`src/shared/acr_pkg.sv`:
```
// Package of offsets, field positions, reset values and states for the converter control block.
package acr_pkg;
  // Register byte offsets on the APB port.
  localparam logic [7:0] OFF_CTRL_TWO = 8'h00;
  localparam logic [7:0] OFF_CTRL_THREE = 8'h04;
  localparam logic [7:0] OFF_TRIG_MODE = 8'h08;
  localparam logic [7:0] OFF_MODULE_CTRL = 8'h0C;
  // Field positions in control register two.
  localparam int CT2_READY = 31;
  localparam int CT2_FAULT = 30;
  localparam int CT2_SCAN = 29;
  localparam int CT2_CAP_LO = 26;
  localparam int CT2_SW_SAMPLE_HOLD_LO = 16;
  localparam int CT2_READY_IE = 15;
  localparam int CT2_FAULT_IE = 14;
  localparam int CT2_SCAN_IE = 13;
  localparam int CT2_EXT_EN = 11;
  // Field positions in control register three.
  localparam int CT3_SRC_LO = 30;
  localparam int CT3_CDIV_LO = 24;
  localparam int CT3_SHARED_EN = 23;
  localparam int CT3_DED_EN = 16;
  localparam int CT3_REF_LO = 13;
  localparam int CT3_SUSPEND = 12;
  localparam int CT3_UPD_IE = 11;
  localparam int CT3_UPD_RDY = 10;
  localparam int CT3_SAMPLE = 9;
  localparam int CT3_REQUEST = 8;
  localparam int CT3_LEVEL_TRG = 7;
  localparam int CT3_EDGE_TRG = 6;
  // Field positions in the dedicated core trigger mode register.
  localparam int TM_ALT_LO = 16;
  localparam int TM_PRESYNC = 8;
  localparam int TM_SYNC_SW_SAMPLE_HOLD = 0;
  // Writable masks, with hardware-owned and unimplemented bits cleared.
  localparam logic [31:0] CT2_WMASK = 32'h1FFF_E87F;
  localparam logic [31:0] CT3_WMASK = 32'hFF81_FBFF;
  localparam logic [31:0] TM_WMASK = 32'h0003_0101;
  // Value of every register after reset.
  localparam logic [31:0] REG_RESET = 32'h0000_0000;
  // Supply reference code and dedicated core input selection codes.
  localparam logic [2:0] REF_SUPPLY = 3'h0;
  localparam logic [1:0] ALT_INPUT_ZERO = 2'h0;
  localparam logic [1:0] ALT_INPUT_HIGH = 2'h1;
  localparam logic [5:0] DED_INPUT_ZERO = 6'h00;
  localparam logic [5:0] DED_INPUT_HIGH = 6'h2D;
  // Converter clock source codes.
  typedef enum logic [1:0] {
    ACR_SRC_PBUS = 2'h0,
    ACR_SRC_FRC = 2'h1,
    ACR_SRC_REFO = 2'h2,
    ACR_SRC_SYS = 2'h3
  } acr_src_e;
  // Shared core sampling state, Gray coded along idle, sample, convert.
  typedef enum logic [1:0] {
    ACR_IDLE = 2'b00,
    ACR_SAMPLE = 2'b01,
    ACR_CONVERT = 2'b11
  } acr_state_e;
endpackage : acr_pkg

```
`src/shared/acr_tick_if.sv`:
```
// Interface carrying the divider settings and the tick between divider instances and the top.
`timescale 1ns/1ns
interface acr_tick_if;
  logic [6:0] ratio;  // Divide ratio minus one.
  logic enable;       // Divider runs while high.
  logic tick;         // One-cycle pulse at each divided period.
  modport divider (input ratio, input enable, output tick);
  modport user (output ratio, output enable, input tick);
endinterface : acr_tick_if

```
`src/hw/acr_divider.sv`:
```
// Programmable tick divider producing one pulse every ratio plus one input cycles.
`timescale 1ns/1ns
module acr_divider
(
  // Clock and reset.
  input wire logic mclk_i,
  input wire logic rst_n_i,
  // Settings and tick.
  acr_tick_if.divider tk
);
  logic [6:0] count_reg;  // Cycles left in the present period.
  logic [6:0] count_next;
  // Hold the count while the enable is low, so that a divider fed by pulses still advances.
  assign count_next = !tk.enable ? count_reg :
    (count_reg == 7'h00) ? tk.ratio : count_reg - 7'h01;
  assign tk.tick = tk.enable && count_reg == 7'h00;
  // Count register.
  always_ff @(posedge mclk_i)
  begin
    if (!rst_n_i)
      count_reg <= 7'h00;
    else
      count_reg <= count_next;
  end
endmodule : acr_divider

```
`src/hw/acr_sample_timer.sv`:
```
// Down counter that times the shared core sampling window.
`timescale 1ns/1ns
module acr_sample_timer
(
  // Clock and reset.
  input wire logic mclk_i,
  input wire logic rst_n_i,
  // Control.
  input wire logic load_i,
  input wire logic [9:0] length_i,
  input wire logic tick_i,
  // Status.
  output logic done_o
);
  logic [9:0] left_reg;  // Converter clock periods still to sample.
  // Load a new length or count down on converter clock ticks.
  always_ff @(posedge mclk_i)
  begin
    if (!rst_n_i)
      left_reg <= 10'h000;
    else if (load_i)
      left_reg <= length_i;
    else if (tick_i && left_reg != 10'h000)
      left_reg <= left_reg - 10'h001;
  end
  assign done_o = left_reg == 10'h000;
endmodule : acr_sample_timer

```
`src/hw/acr_regs.sv`:
```
// Top of the converter control and trigger register block with its APB slave.
// What this block does
// - Ready flag follows references, zero when off.
// - Fault flag sets on fault, clears off-ready.
// - Scan-done sets on scan end, clears on read.
// - Three-bit capacitor divider, 2.5 pF steps.
// - Ten-bit shared sample time in converter periods.
// - Status flags raise interrupt when enabled.
// - External requests accepted when enable set.
// - Seven-bit ratio divides control clock; zero reserved.
// - Two-bit converter source clock select.
// - Control clock period is code plus one.
// - Separate digital enables for both cores.
// - Reference code zero is supply; others reserved.
// - Suspend blocks all new triggers.
// - Update-ready when suspended and idle; interrupt.
// - Software sample wins, ignores sample time.
// - Software sample drives shared sampling and class 2/3.
// - Request converts selected input, self-clears.
// - Level trigger holds; edge trigger self-clears.
// - Dedicated core input alternate select.
// - Dedicated presync triggers and synchronous sampling.
// - Module enable turns converter on and off.
`timescale 1ns/1ns
module acr_regs
(
  // Clock and reset.
  input wire logic mclk_i,
  input wire logic rst_n_i,
  // APB slave port.
  input wire logic psel_i,
  input wire logic penable_i,
  input wire logic pwrite_i,
  input wire logic [7:0] paddr_i,
  input wire logic [31:0] pwdata_i,
  input wire logic [3:0] pstrb_i,
  output logic [31:0] prdata_o,
  output logic pready_o,
  output logic pslverr_o,
  // Analog status from the reference and scan logic.
  input wire logic bandgap_ready_i,
  input wire logic vref_ready_i,
  input wire logic ref_fault_i,
  input wire logic scan_complete_i,
  input wire logic core_busy_i,
  // External conversion request interface.
  input wire logic ext_request_i,
  input wire logic [5:0] ext_input_i,
  // Controls toward the analog cores.
  output logic module_on_o,
  output logic [1:0] conv_clk_source_o,
  output logic control_clk_tick_o,
  output logic shared_clk_tick_o,
  output logic [2:0] cap_divider_setting_o,
  output logic [2:0] ref_select_o,
  output logic shared_core_dig_en_o,
  output logic dedicated_core_dig_en_o,
  output logic shared_sampling_o,
  output logic class23_connect_o,
  output logic convert_start_o,
  output logic [5:0] convert_input_o,
  output logic global_level_trig_o,
  output logic global_edge_trig_o,
  output logic [5:0] dedicated_input_o,
  output logic dedicated_presync_trig_o,
  output logic dedicated_sync_sampling_o,
  output logic ref_reserved_o,
  output logic irq_o
);
  // Register storage.
  logic [31:0] ctrl_two_reg;    // Control register two.
  logic [31:0] ctrl_three_reg;  // Control register three.
  logic [31:0] trig_mode_reg;   // Dedicated core trigger mode.
  logic module_on_reg;          // Module enable.
  logic [31:0] prdata_reg;      // Registered read data.
  logic irq_reg;                // Registered interrupt.
  logic [31:0] ctrl_two_next;
  logic [31:0] ctrl_three_next;
  // Bus decode.
  wire access_w = psel_i && penable_i;
  wire wr_w = access_w && pwrite_i;
  wire rd_w = access_w && !pwrite_i;
  wire hit_two_w = paddr_i == acr_pkg::OFF_CTRL_TWO;
  wire hit_three_w = paddr_i == acr_pkg::OFF_CTRL_THREE;
  wire hit_mode_w = paddr_i == acr_pkg::OFF_TRIG_MODE;
  wire hit_on_w = paddr_i == acr_pkg::OFF_MODULE_CTRL;
  wire mapped_w = hit_two_w || hit_three_w || hit_mode_w || hit_on_w;
  wire [31:0] bytemask_w = {{8{pstrb_i[3]}}, {8{pstrb_i[2]}}, {8{pstrb_i[1]}}, {8{pstrb_i[0]}}};
  // Reading the top status byte clears the scan-done flag.
  wire scan_read_w = rd_w && hit_two_w;
  // Status inputs.
  wire ref_ok_w = bandgap_ready_i && vref_ready_i;
  wire ready_set_w = module_on_reg && ref_ok_w && !ctrl_two_reg[acr_pkg::CT2_READY];
  wire fault_set_w = module_on_reg && ref_fault_i && !ctrl_two_reg[acr_pkg::CT2_FAULT];
  wire scan_set_w = scan_complete_i && !ctrl_two_reg[acr_pkg::CT2_SCAN];
  // Clock dividers share one interface type.
  acr_tick_if ctl_tk();
  acr_tick_if shr_tk();
  assign ctl_tk.ratio = {1'b0, ctrl_three_reg[acr_pkg::CT3_CDIV_LO +: 6]};
  assign ctl_tk.enable = module_on_reg;
  // Shared clock divides control ticks; ratio zero is reserved and treated as one.
  wire [6:0] ratio_w = ctrl_two_reg[6:0];
  assign shr_tk.ratio = (ratio_w == 7'h00) ? 7'h00 : ratio_w - 7'h01;
  assign shr_tk.enable = module_on_reg && ctl_tk.tick;
  // Control clock divider.
  acr_divider u_ctl_div
  (
    .mclk_i(mclk_i),
    .rst_n_i(rst_n_i),
    .tk(ctl_tk)
  );
  // Shared converter clock divider, clocked by control ticks.
  acr_divider u_shr_div
  (
    .mclk_i(mclk_i),
    .rst_n_i(rst_n_i),
    .tk(shr_tk)
  );
  wire shr_tick_w = shr_tk.tick;
  // Trigger gating: suspend blocks all starts.
  wire suspend_w = ctrl_three_reg[acr_pkg::CT3_SUSPEND];
  wire trig_ok_w = module_on_reg && !suspend_w;
  wire sw_req_w = ctrl_three_reg[acr_pkg::CT3_REQUEST];
  wire ext_req_w = ctrl_two_reg[acr_pkg::CT2_EXT_EN] && ext_request_i;
  wire sw_sample_w = ctrl_three_reg[acr_pkg::CT3_SAMPLE];
  // Shared core sampling state machine.
  acr_pkg::acr_state_e state_reg;
  acr_pkg::acr_state_e state_next;
  logic sw_sample_hold_done_w;
  wire start_w = trig_ok_w && (sw_req_w || ext_req_w) && shr_tick_w;
  wire load_w = state_reg == acr_pkg::ACR_IDLE && start_w;
  // Sample window timer in shared converter clock periods.
  acr_sample_timer u_sw_sample_hold
  (
    .mclk_i(mclk_i),
    .rst_n_i(rst_n_i),
    .load_i(load_w),
    .length_i(ctrl_two_reg[acr_pkg::CT2_SW_SAMPLE_HOLD_LO +: 10]),
    .tick_i(shr_tick_w),
    .done_o(sw_sample_hold_done_w)
  );
  // Next-state selection.
  always_comb
  begin
    state_next = state_reg;
    unique case (state_reg)
      acr_pkg::ACR_IDLE:
        if (load_w)
          state_next = acr_pkg::ACR_SAMPLE;
      acr_pkg::ACR_SAMPLE:
        // Software sample holds sampling and overrides the timer.
        if (!sw_sample_w && sw_sample_hold_done_w)
          state_next = acr_pkg::ACR_CONVERT;
      acr_pkg::ACR_CONVERT:
        if (shr_tick_w)
          state_next = acr_pkg::ACR_IDLE;
      default:
        state_next = acr_pkg::ACR_IDLE;
    endcase
  end
  // Busy means any core converting or the shared core out of idle.
  wire busy_w = core_busy_i || state_reg != acr_pkg::ACR_IDLE;
  wire upd_set_w = suspend_w && !busy_w;
  // Next value of control register two, with set winning over clear.
  always_comb
  begin
    ctrl_two_next = ctrl_two_reg;
    if (wr_w && hit_two_w)
      ctrl_two_next = (ctrl_two_reg & ~(acr_pkg::CT2_WMASK & bytemask_w))
        | (pwdata_i & acr_pkg::CT2_WMASK & bytemask_w);
    // Ready flag tracks the references and is zero while off.
    ctrl_two_next[acr_pkg::CT2_READY] = module_on_reg && ref_ok_w;
    // Fault flag sets on fault when on, clears when off with ready.
    if (module_on_reg && ref_fault_i)
      ctrl_two_next[acr_pkg::CT2_FAULT] = 1'b1;
    else if (!module_on_reg && ctrl_two_reg[acr_pkg::CT2_READY])
      ctrl_two_next[acr_pkg::CT2_FAULT] = 1'b0;
    // Scan-done sets on completion, a set in the reading cycle survives.
    if (scan_complete_i)
      ctrl_two_next[acr_pkg::CT2_SCAN] = 1'b1;
    else if (scan_read_w && pstrb_i[3] | !pwrite_i)
      ctrl_two_next[acr_pkg::CT2_SCAN] = 1'b0;
  end
  // Next value of control register three with self-clearing bits.
  always_comb
  begin
    ctrl_three_next = ctrl_three_reg;
    if (wr_w && hit_three_w)
      ctrl_three_next = (ctrl_three_reg & ~(acr_pkg::CT3_WMASK & bytemask_w))
        | (pwdata_i & acr_pkg::CT3_WMASK & bytemask_w);
    // Request and edge trigger clear on the next converter clock.
    if (shr_tick_w && !(wr_w && hit_three_w))
    begin
      ctrl_three_next[acr_pkg::CT3_REQUEST] = 1'b0;
      ctrl_three_next[acr_pkg::CT3_EDGE_TRG] = 1'b0;
    end
    // Update ready is driven by hardware only.
    ctrl_three_next[acr_pkg::CT3_UPD_RDY] = upd_set_w;
  end
  // Interrupt from any enabled flag as it sets.
  wire irq_next_w = (ready_set_w && ctrl_two_reg[acr_pkg::CT2_READY_IE])
    || (fault_set_w && ctrl_two_reg[acr_pkg::CT2_FAULT_IE])
    || (scan_set_w && ctrl_two_reg[acr_pkg::CT2_SCAN_IE])
    || (upd_set_w && !ctrl_three_reg[acr_pkg::CT3_UPD_RDY]
        && ctrl_three_reg[acr_pkg::CT3_UPD_IE]);
  // Read multiplexer.
  wire [31:0] rd_mux_w = hit_two_w ? ctrl_two_reg :
    hit_three_w ? ctrl_three_reg :
    hit_mode_w ? trig_mode_reg :
    hit_on_w ? {31'h0000_0000, module_on_reg} : 32'h0000_0000;
  // Register update process.
  always_ff @(posedge mclk_i)
  begin
    if (!rst_n_i)
    begin
      ctrl_two_reg <= acr_pkg::REG_RESET;
      ctrl_three_reg <= acr_pkg::REG_RESET;
      trig_mode_reg <= acr_pkg::REG_RESET;
      module_on_reg <= 1'b0;
      prdata_reg <= 32'h0000_0000;
      irq_reg <= 1'b0;
      state_reg <= acr_pkg::ACR_IDLE;
    end
    else
    begin
      ctrl_two_reg <= ctrl_two_next;
      ctrl_three_reg <= ctrl_three_next;
      irq_reg <= irq_next_w;
      state_reg <= state_next;
      if (wr_w && hit_mode_w)
        trig_mode_reg <= (trig_mode_reg & ~(acr_pkg::TM_WMASK & bytemask_w))
          | (pwdata_i & acr_pkg::TM_WMASK & bytemask_w);
      if (wr_w && hit_on_w && pstrb_i[0])
        module_on_reg <= pwdata_i[0];
      if (rd_w)
        prdata_reg <= rd_mux_w;
    end
  end
  // Bus answers: zero wait, error on unmapped address.
  assign pready_o = 1'b1;
  assign pslverr_o = access_w && !mapped_w;
  assign prdata_o = rd_w ? rd_mux_w : prdata_reg;
  // Clock and reference controls.
  assign module_on_o = module_on_reg;
  assign conv_clk_source_o = ctrl_three_reg[acr_pkg::CT3_SRC_LO +: 2];
  assign control_clk_tick_o = ctl_tk.tick;
  assign shared_clk_tick_o = shr_tick_w;
  assign cap_divider_setting_o = ctrl_two_reg[acr_pkg::CT2_CAP_LO +: 3];
  assign ref_select_o = ctrl_three_reg[acr_pkg::CT3_REF_LO +: 3];
  assign ref_reserved_o = ref_select_o != acr_pkg::REF_SUPPLY;
  // Core enables.
  assign shared_core_dig_en_o = module_on_reg && ctrl_three_reg[acr_pkg::CT3_SHARED_EN];
  assign dedicated_core_dig_en_o = module_on_reg && ctrl_three_reg[acr_pkg::CT3_DED_EN];
  // Sampling and conversion controls.
  assign shared_sampling_o = state_reg == acr_pkg::ACR_SAMPLE || (module_on_reg && sw_sample_w);
  assign class23_connect_o = module_on_reg && sw_sample_w;
  assign convert_start_o = load_w;
  assign convert_input_o = ext_req_w ? ext_input_i : ctrl_three_reg[5:0];
  assign global_level_trig_o = trig_ok_w && ctrl_three_reg[acr_pkg::CT3_LEVEL_TRG];
  assign global_edge_trig_o = trig_ok_w && ctrl_three_reg[acr_pkg::CT3_EDGE_TRG];
  // Dedicated core options.
  assign dedicated_input_o = trig_mode_reg[acr_pkg::TM_ALT_LO +: 2] == acr_pkg::ALT_INPUT_HIGH
    ? acr_pkg::DED_INPUT_HIGH : acr_pkg::DED_INPUT_ZERO;
  assign dedicated_presync_trig_o = trig_mode_reg[acr_pkg::TM_PRESYNC];
  assign dedicated_sync_sampling_o = trig_mode_reg[acr_pkg::TM_SYNC_SW_SAMPLE_HOLD];
  assign irq_o = irq_reg;
endmodule : acr_regs

```
`config.mk`:
```
export PLATFORM = sky130hd
export DESIGN_NAME = acr_regs
export DESIGN_NICKNAME = d
export VERILOG_FILES = /design/src/shared/acr_pkg.sv /design/src/shared/acr_tick_if.sv /design/src/hw/acr_divider.sv /design/src/hw/acr_sample_timer.sv /design/src/hw/acr_regs.sv
export SDC_FILE = /design/constraint.sdc
export NUM_CORES = 1
export LEC_CHECK = 0
export ABC_AREA = 1
export BUFFER_PORTS_ARGS = -buffer_cell sky130_fd_sc_hd__buf_4
export CAP_MARGIN = 20
export CORE_AREA = 2 2 108 110
export DETAILED_ROUTE_END_ITERATION = 10
export DIE_AREA = 0 0 110 112
export HOLD_SLACK_MARGIN = 0.12
export PLACE_DENSITY = 0.84
export SYNTH_ARGS = -nofsm -noshare
export SYNTH_HDL_FRONTEND = slang
export SYNTH_SLANG_ARGS = --single-unit
```
`constraint.sdc`:
```
create_clock -name mclk_i -period 3.1 [get_ports mclk_i]
set_clock_uncertainty 0.2 [all_clocks]
set_input_delay 0.31 -clock mclk_i [delete_from_list [all_inputs] [get_ports mclk_i]]
set_output_delay 0.31 -clock mclk_i [all_outputs]
set_load 0.005 [all_outputs]
```
==> reports/qor.txt, run 1 <==
r2r worst-path depth = 10
Max Slew Vio Count = 0
Startpoint Class = primary input
Synth Area per Inst = 7.16 um2
RSZ-0062 raised after global routing = no
FF-to-FF End = u_sw_sample_hold.left_reg[1]$_SDFFE_PN0P_
clock buffer depth = 2
synth unique cells = 38
CP Class = in -> reg
Max FO, Critical Path = 57
Synth Area in Compound Gates = 0.189
core area = 11,200 um2
clk root buf = clkbuf_16
Hold Path End = prdata_reg[16]$_SDFF_PN0_
diode count = 0
top cells by area, synth = dfxtp_1 (39%), nand2_1 (9.2%), inv_1 (8.7%), a21oi_1 (6.2%), nand3_1 (6.2%)
total gr overflow = 0
P_sw = 0.000815 W
Skew-Pair Late Insertion Delay = 420 ps
die width = 110 um
Pwr Total = 0.00368 W
Via density = 5.43
post-synthesis sequential area ratio = 0.391
Critical Path AT = 3090 ps
Peak VDD IR = 0.532 mV
final antenna-violating net count = 0
# nets final = 1,069
Post-Synth Simple-Gate Area = 0.253
total number of vias = 6,289
Final GP Congestion = 0.914
CTS Buf Count = 17
Comb power frac = 0.055
# rows = 39
# clock sinks = 117
power density of the placed cells = 455 nW/um2
pre-CTS setup slack = 689 ps
IO Pins = 129
largest net degree at the start of global routing = 58
Filler Cells Inserted = 831
vias in the first global route = 6,169
register bit total from synthesis = 117
adder-cell share of the synthesized area = 0.0125
Initial Util = 0.536
setup total negative slack = 0 ps
Worst setup EP type = flop
run status = finished clean
Cell Int Power = 0.00286 W
DP Wirelength = 11,200 um
max frequency = 0.343 GHz
Switching Share = 0.222
main combinational cell family by area after synthesis = simple AND/OR/NAND/NOR gates
Least-Margin Pin Slew = 798 ps
TritonRoute pass-1 iters = 5
# H-tree levels = 4
Layout area overhead = 34.8%
Hold Fails Final Rpt = 0
mux contribution to synthesized area = 0
Min-Delay Path Depth = 6
FF-to-FF setup slack = 760 ps
Slew headroom = 0.467
Worst Hold Class = in -> reg
synthesis warning total = 0
CTS tree = built
Port Buffer Count = 124
Synth top area share = 0.391
Final Critical Period = 2920 ps
final core utilization = 0.723
Critical Path RT = 3270 ps
# Max-Cap Violations = 0
Post-Synthesis Cell Area = 5990 um2
Leakage Power = 3.69 nW
Die Height = 112 um
Tcrit/Tclk final = 0.941
Syn Inst Count = 837
initial antenna violation count = 0
Clk pwr share = 0.535
die area = 12,300 um2
Post-Layout Cell Count = 1,158
Post-route DRC = 0
Post-Route WL = 18,100 um
Reg2Reg Launch Point = module_on_o$_SDFFE_PN0P_
global-route wire length before repair = 29,300 um
GRT Util Overall = 0.306
xor-xnor portion of the synthesized cell area = 0.0146
Reg clk slew, reported paths = 60 ps
leading area contributor after synthesis = dfxtp_1
final worst slack = 182 ps
Placed Cells = 1,069
Hold Path Origin = paddr_i[2]
sequential share of power = 0.410
final setup vio count = 0
share of cells above drive strength 1 = 0.220
DRT iter0 DRCs = 568
WL per Instance = 15.6 um
## cells in the mapped netlist
cell type and instances:
a211oi_1 3, a21boi_0 1, a21oi_1 74, a31oi_1 4, buf_1 2, buf_2 11
buf_4 17, buf_6 3, clkbuf_1 15, conb_1 2, dfxtp_1 117, ha_1 6
inv_1 139, inv_2 8, nand2_1 147, nand2_2 3, nand2_4 2, nand3_1 74
nand3_2 3, nand3_4 1, nand4_1 14, nor2_1 54, nor2_2 7, nor2_4 5
nor2_8 2, nor3_1 9, nor3_4 1, nor4_1 1, o211a_1 1, o211ai_1 8
o211ai_2 14, o21ai_0 64, o21ai_1 3, o221ai_1 1, o22ai_2 9, o31ai_1 1
or2_2 1, xor2_1 10
## cells in the final DEF, fill, tap and decap left out, types with 4 or more instances in the layout
cell type,netlist,routed
nand2_1,147,147
inv_1,139,139
buf_4,17,136
dfxtp_1,117,117
a21oi_1,74,74
nand3_1,74,74
o21ai_0,64,64
dlygate4sd3_1,0,57
nor2_1,54,54
clkbuf_16,0,17
nand4_1,14,14
o211ai_2,14,14
xor2_1,10,10
o22ai_2,9,9
nor3_1,9,9
inv_2,8,8
o211ai_1,8,8
nor2_2,7,7
ha_1,6,6
nor2_4,5,5
clkinv_2,0,5
clkinvlp_4,0,5
a31oi_1,4,4
## worst max-delay path: stages
cell,delay [ps]
dlygate4sd3_1,520
buf_4,280
buf_4,500
o21ai_0,170
dlygate4sd3_1,600
a21oi_1,110
dlygate4sd3_1,550
## area by class of cell
type | instances | area, um2 | area share
clock buffers | 18 | 429 | 0.0531
clock inverters | 14 | 161 | 0.0200
inverters | 147 | 552 | 0.0683
multi-input cells | 526 | 2820 | 0.350
flip-flops and latches | 117 | 2340 | 0.290
well taps | 143 | 179 | 0.0221
repair buffers | 193 | 1590 | 0.197
## logic make-up (layout without fill, tap and decap cells)
family                   Yosys count  in the layout
buffers and inverters            195            372
adder cells (fa/ha/maj)            6              6
AND/OR/NAND/NOR                  324            324
flip-flops                       117            117
XOR/XNOR                          10             10
AO/OA/AOI/OAI                    183            183
other                              2              3
## stage by stage
stage	hold WS (ps)	instance area, um2
2_1_floorplan	199	6000
3_3_place_gp	245	6920
3_5_place_dp	251	6920
4_1_cts	129	8080
5_1_grt	178	8080
6_report	152	8080
## metal layers
metal	wire, um	global-route usage	vias to the layer above	share of wire
met4	766	0.153	0	0.042
met5	0	0	-	0
met3	1390	0.0761	74	0.077
li1	-	-	3022	-
met1	7160	0.367	2887	0.40
met2	8780	0.503	306	0.49
## what timing repair did
| action | in CTS | in global routing |
|---|---|---|
| hold buffers | 57 | 0 |
| hold endpoints to repair | 78 | 0 |
| resized for setup | 0 | 0 |
| endpoints found under the setup margin | 0 | 0 |
| buffers inserted | 0 | 0 |
## worst max path at each step
| stage | start | endpoint | slack [ps] |
|---|---|---|---|
| after floorplan | paddr_i[7] | prdata_o[16] | 1340 |
| after global placement | paddr_i[1] | prdata_o[0] | 730 |
| after detailed placement | paddr_i[1] | prdata_o[0] | 690 |
| after CTS | rst_n_i | flop | 270 |
| after global routing | rst_n_i | flop | 30 |
| final | rst_n_i | flop | 180 |
## power groups by stage
stage                     registers [W]  logic [W]  clock network, W
after detailed placement        0.00154   0.000147                 0
after floorplan                 0.00154  0.0000613                 0
final                           0.00151   0.000201           0.00197
after CTS                       0.00151   0.000193           0.00197
after global routing            0.00151   0.000214           0.00205
after global placement          0.00154   0.000145                 0
Power figures use the tool's default switching activity.
==> run 2, diff against run 1 <==
==> constraint.sdc (replaced) <==
create_clock -name mclk_i -period 3.5 [get_ports mclk_i]
set_clock_uncertainty 0.2 [all_clocks]
set_input_delay 0.35 -clock mclk_i [delete_from_list [all_inputs] [get_ports mclk_i]]
set_output_delay 0.35 -clock mclk_i [all_outputs]
set_load 0.005 [all_outputs]
==> reports/qor.txt, run 2 (same netlist as run 1, synthesis figures left out) <==
register area = 2340 um2 (unchanged)
Max FO, Critical Path = 21 (-63%)
Slew headroom = 0.458 (-0.00909)
IO Pins = 129 (unchanged)
Leakage Power = 3.67 nW (-0.59%)
Post-CTS Resized = 0 (unchanged)
grt met3 use = 0.0597 (-0.0164)
CP Class = reg -> out
Layout area overhead = 33.8%
largest net degree at the start of global routing = 60 (+3.4%)
Final GP Congestion = 0.887 (-3.0%)
Critical Path RT = 2950 ps (-320 ps)
Final Cell Area = 8020 um2 (-0.73%)
# H-tree levels = 4 (unchanged)
initial antenna violation count = 0 (unchanged)
CTS Buf Count = 17 (unchanged)
# nets final = 1,054 (-1.4%)
crit path cell chain = nand2_1, a21oi_1, buf_4, nand4_1, buf_4, inv_1, buf_4
most frequent CP cell = buf_4
commonest non-fill, non-tap cell in the layout = nand2_1
CTS tree = built
Peak VDD IR = 0.280 mV (-47%)
# clock sinks = 117 (unchanged)
share of cells above drive strength 1 = 0.217 (-0.00270)
global-route wire length before repair = 29,400 um (+0.40%)
Worst setup EP type = output pin
diode count = 0 (unchanged)
Post-route DRC = 0 (unchanged)
# Max-Cap Violations = 0 (unchanged)
Final Critical Period = 2790 ps
TritonRoute pass-1 iters = 6 (+1)
global route hottest layer = met2
Die Height = 112 um (unchanged)
Port Buffer Count = 124 (unchanged)
Least-Margin Pin Slew = 812 ps (+13.6 ps)
DRT iter0 DRCs = 541 (-4.8%)
total number of vias = 6,253 (-0.57%)
setup total negative slack = 0 ps (unchanged)
GRT Util Overall = 0.303 (-0.00335)
# rows = 39 (unchanged)
Max Slew Vio Count = 0 (unchanged)
vias in the first global route = 6,172 (+0.049%)
Reg clk slew, reported paths = 50 ps (about the same)
die width = 110 um (unchanged)
Critical Path AT = 2240 ps (-850 ps)
core area = 11,200 um2 (unchanged)
clock buffer depth = 2 (unchanged)
most frequent cells in the layout = nand2_1 (147), inv_1 (139), buf_4 (131)
Initial Util = 0.536 (unchanged)
WL per Instance = 15.9 um (+1.8%)
final setup vio count = 0 (unchanged)
CP delay by family, top = buffers and inverters
Post-Route WL = 18,200 um (+0.51%)
max frequency = 0.359 GHz
Hold Fails Final Rpt = 0 (unchanged)
clk root buf = clkbuf_16
Skew-Pair Late Insertion Delay = 420 ps (about the same)
max incr delay on CP = 560 ps (-40 ps)
total gr overflow = 0 (unchanged)
WP buf/inv = 4 (-1)
Tcrit/Tclk final = 0.796
M1 GR Usage = 0.363 (-0.00374)
RSZ-0062 raised after global routing = no
area of the multi-input gates = 2820 um2 (unchanged)
grt met2 use = 0.522 (+0.0192)
final antenna-violating net count = 0 (unchanged)
power density of the placed cells = 433 nW/um2 (-4.9%)
DP Wirelength = 11,400 um (+1.1%)
Post-DP Area = 6880 um2 (-0.54%)
Worst Hold Class = in -> reg
run status = finished clean
slowest cell on the critical path = dfxtp_1
Min Hold Slack = 193 ps (+40.1 ps)
Via density = 5.47 (+0.73%)
Filler Cells Inserted = 818 (-1.6%)
die area = 12,300 um2 (unchanged)
Startpoint Class = flop
## run 2: changes by cell type in the layout (fill, tap and decap cells not counted), sizes merged
cell         previous run  this run
clkinvlp                5         1
clkbuf                 18        24
clkinv                  6         2
dlygate4sd3            57        47
buf                   136       131
bufinv                  3         5
## run 2: report_power, final
part	internal (W)	total, W	switching (W)
combinational	0.0000857	0.000169	0.0000836
sequential	0.00133	0.00134	0.000000683
clock	0.00136	0.00197	0.000610
## run 2: area by class of cell
class	count	area share
inverters	147	0.0688
repair buffers	178	0.181
well taps	143	0.0223
clock inverters	8	0.0209
clock buffers	24	0.0626
flip-flops and latches	117	0.292
multi-input cells	526	0.352
## run 2: worst reg2reg max path: stages, from the launching register on
cell,delay [ps]
dfxtp_1,340
inv_1,70
ha_1,240
nand4_1,150
nor2_2,420
nand2_1,260
nor2_4,310
nand3_1,130
nand3_1,120
nand2_1,60
inv_1,70
## run 2: path summary, 6_finish.rpt
kind	startpoint	end	slack, ps	depth (start not counted)
max	module_on_o$_SDFFE_PN0P_	convert_start_o	710	7
min	paddr_i[2]	prdata_reg[16]$_SDFF_PN0_	190	6
max reg2reg	u_ctl_div.count_reg[0]$_SDFFE_PN0P_	u_sw_sample_hold.left_reg[1]$_SDFFE_PN0P_	1080	10
min reg2reg	flop	flop	270	2
## run 2: metrics by stage
stage	total power [W]	util	setup WS, ps	instances
after CTS	0.00346	0.718	759	1143
after global placement	0.00149	0.616	978	1064
after detailed placement	0.00149	0.616	936	1064
final	0.00347	0.718	713	1143
after floorplan	0.00142	-	1660	838
after global routing	0.00353	0.718	601	1143
## run 2: metal layers
layer,vias to the layer above,share of wire
met4,0,0.029
li1,2996,-
met5,-,0
met3,55,0.082
met2,337,0.50
met1,2865,0.39
## run 2: timing repair
| action | CTS | global route |
|---|---|---|
| hold buffers | 47 | 0 |
| buffers inserted | 0 | 0 |
| endpoints found under the hold margin | 70 | 0 |
==> run 3, diff against run 2 <==
==> constraint.sdc (replaced) <==
create_clock -name mclk_i -period 2.6 [get_ports mclk_i]
set_clock_uncertainty 0.2 [all_clocks]
set_input_delay 0.26 -clock mclk_i [delete_from_list [all_inputs] [get_ports mclk_i]]
set_output_delay 0.26 -clock mclk_i [all_outputs]
set_load 0.005 [all_outputs]
==> reports/qor.txt, run 3 (same netlist as run 1, synthesis figures left out) <==
run status = finished clean
Critical Path AT = 2010 ps (-230 ps)
vias in the first global route = 6,481 (+5.0%)
clk root buf = clkbuf_16
Max FO, Critical Path = 21 (unchanged)
IO Pins = 129 (unchanged)
crit path from = module_on_o$_SDFFE_PN0P_
total number of vias = 6,523 (+4.3%)
Leakage Power = 3.75 nW (+2.1%)
most frequent CP cell = buf_4
Reg2Reg Launch Point = u_shr_div.count_reg[0]$_SDFFE_PN0P_
Hold Path Origin = pwrite_i
Post-DP Area = 6930 um2 (+0.76%)
Initial Util = 0.536 (unchanged)
GRT Util Overall = 0.319 (+0.0166)
CTS tree = built
largest net degree at the start of global routing = 46 (-23%)
DRT iter0 DRCs = 552 (+2.0%)
Worst setup EP type = output pin
final worst slack = 129 ps (-584 ps)
Skew-Pair Late Insertion Delay = 420 ps (about the same)
final antenna-violating net count = 0 (unchanged)
# rows = 39 (unchanged)
Reg clk slew, reported paths = 50 ps (about the same)
pre-CTS setup slack = 374 ps (-562 ps)
# H-tree levels = 4 (unchanged)
Startpoint Class = flop
core area = 11,200 um2 (unchanged)
Slew headroom = 0.586 (+0.128)
total gr overflow = 0 (unchanged)
Port Buffer Count = 124 (unchanged)
die width = 110 um (unchanged)
Tcrit/Tclk final = 0.950
Least-Margin Pin Slew = 620 ps (-192 ps)
# nets final = 1,076 (+2.1%)
final setup vio count = 0 (unchanged)
share of cells above drive strength 1 = 0.222 (+0.00533)
Worst Hold Class = in -> reg
Critical Path RT = 2140 ps (-810 ps)
Pwr Total = 0.00441 W (+27%)
# clock sinks = 117 (unchanged)
Via density = 5.60 (+2.4%)
Hold Fails Final Rpt = 0 (unchanged)
Post-route DRC = 0 (unchanged)
initial antenna violation count = 0 (unchanged)
diode count = 0 (unchanged)
WL per Instance = 16.4 um (+3.2%)
commonest non-fill, non-tap cell in the layout = nand2_1
Final Critical Period = 2470 ps
Min Hold Slack = 208 ps (+15.8 ps)
power density of the placed cells = 541 nW/um2 (+25%)
# Max-Cap Violations = 0 (unchanged)
DP Wirelength = 11,600 um (+2.1%)
Layout area overhead = 35.8%
max incr delay on CP = 560 ps (about the same)
CP Class = reg -> out
CTS Buf Count = 17 (unchanged)
max frequency = 0.405 GHz
clock buffer depth = 2 (unchanged)
Max Slew Vio Count = 0 (unchanged)
Peak VDD IR = 0.500 mV (+78%)
TritonRoute pass-1 iters = 8 (+2)
global-route wire length before repair = 30,600 um (+4.1%)
crit path cell chain = nand2_1, a21oi_1, nand4_1, buf_4, inv_1, buf_4
die area = 12,300 um2 (unchanged)
setup total negative slack = 0 ps (unchanged)
Post-Route WL = 19,100 um (+5.1%)
Die Height = 112 um (unchanged)
slowest cell on the critical path = dfxtp_1
most frequent cells in the layout = nand2_1 (147), buf_4 (141), inv_1 (139)
Final Cell Area = 8140 um2 (+1.5%)
Final GP Congestion = 0.909 (+2.5%)
run 3: report_power, final:
part / total (W) / switching (W) / leakage, nW / internal [W]
clock network: 0.00237 / 0.000825 / 0.288 / 0.00154
registers: 0.00180 / 0.00000105 / 0.942 / 0.00180
logic: 0.000243 / 0.000119 / 2.52 / 0.000124
total: 0.00441 / 0.000945 / 3.75 / 0.00346
run 3: per-stage QoR:
step | cells | util
final | 1164 | 0.729
after global routing | 1164 | 0.729
after detailed placement | 1071 | 0.620
after CTS | 1160 | 0.725
after global placement | 1071 | 0.620
after floorplan | 838 | -
run 3: final cells by class:
cell class              instances  area, um2
clock buffers                  21        460
clock inverters                10        130
fillers                       805       3030
inverters                     147        552
multi-input cells             526       2830
flip-flops and latches        117       2340
well taps                     143        179
repair buffers                200       1650
run 3: worst paths after layout:
kind	cells after the start	to	slack, ps
worst max-delay path	6	convert_start_o	130
worst min register to register	2	flop	270
worst min-delay path	5	prdata_reg[8]$_SDFF_PN0_	210
worst max register to register	11	u_sw_sample_hold.left_reg[0]$_SDFFE_PN0P_	390
run 3: repair_timing:
item | 4_1_cts | 5_1_grt
gates resized for setup | 0 | 2
setup endpoints to repair | 0 | 1
hold buffers | 58 | 0
setup buffers | 0 | 4
endpoints found under the hold margin | 75 | 0
run 3: critical path, delay by kind of cell, from the launching register on:
kind,cells,cell delay [ps]
flops,1,560
compound gates,1,300
simple gates,2,330
buf+inv,3,390
run 3: routing by layer:
metal / part of all wire / vias to the layer above / global-route usage
met1: 0.37 / 3027 / 0.368
met4: 0.043 / 0 / 0.183
met3: 0.080 / 85 / 0.0626
met2: 0.50 / 378 / 0.541
met5: 0 / - / 0
li1: - / 3033 / -
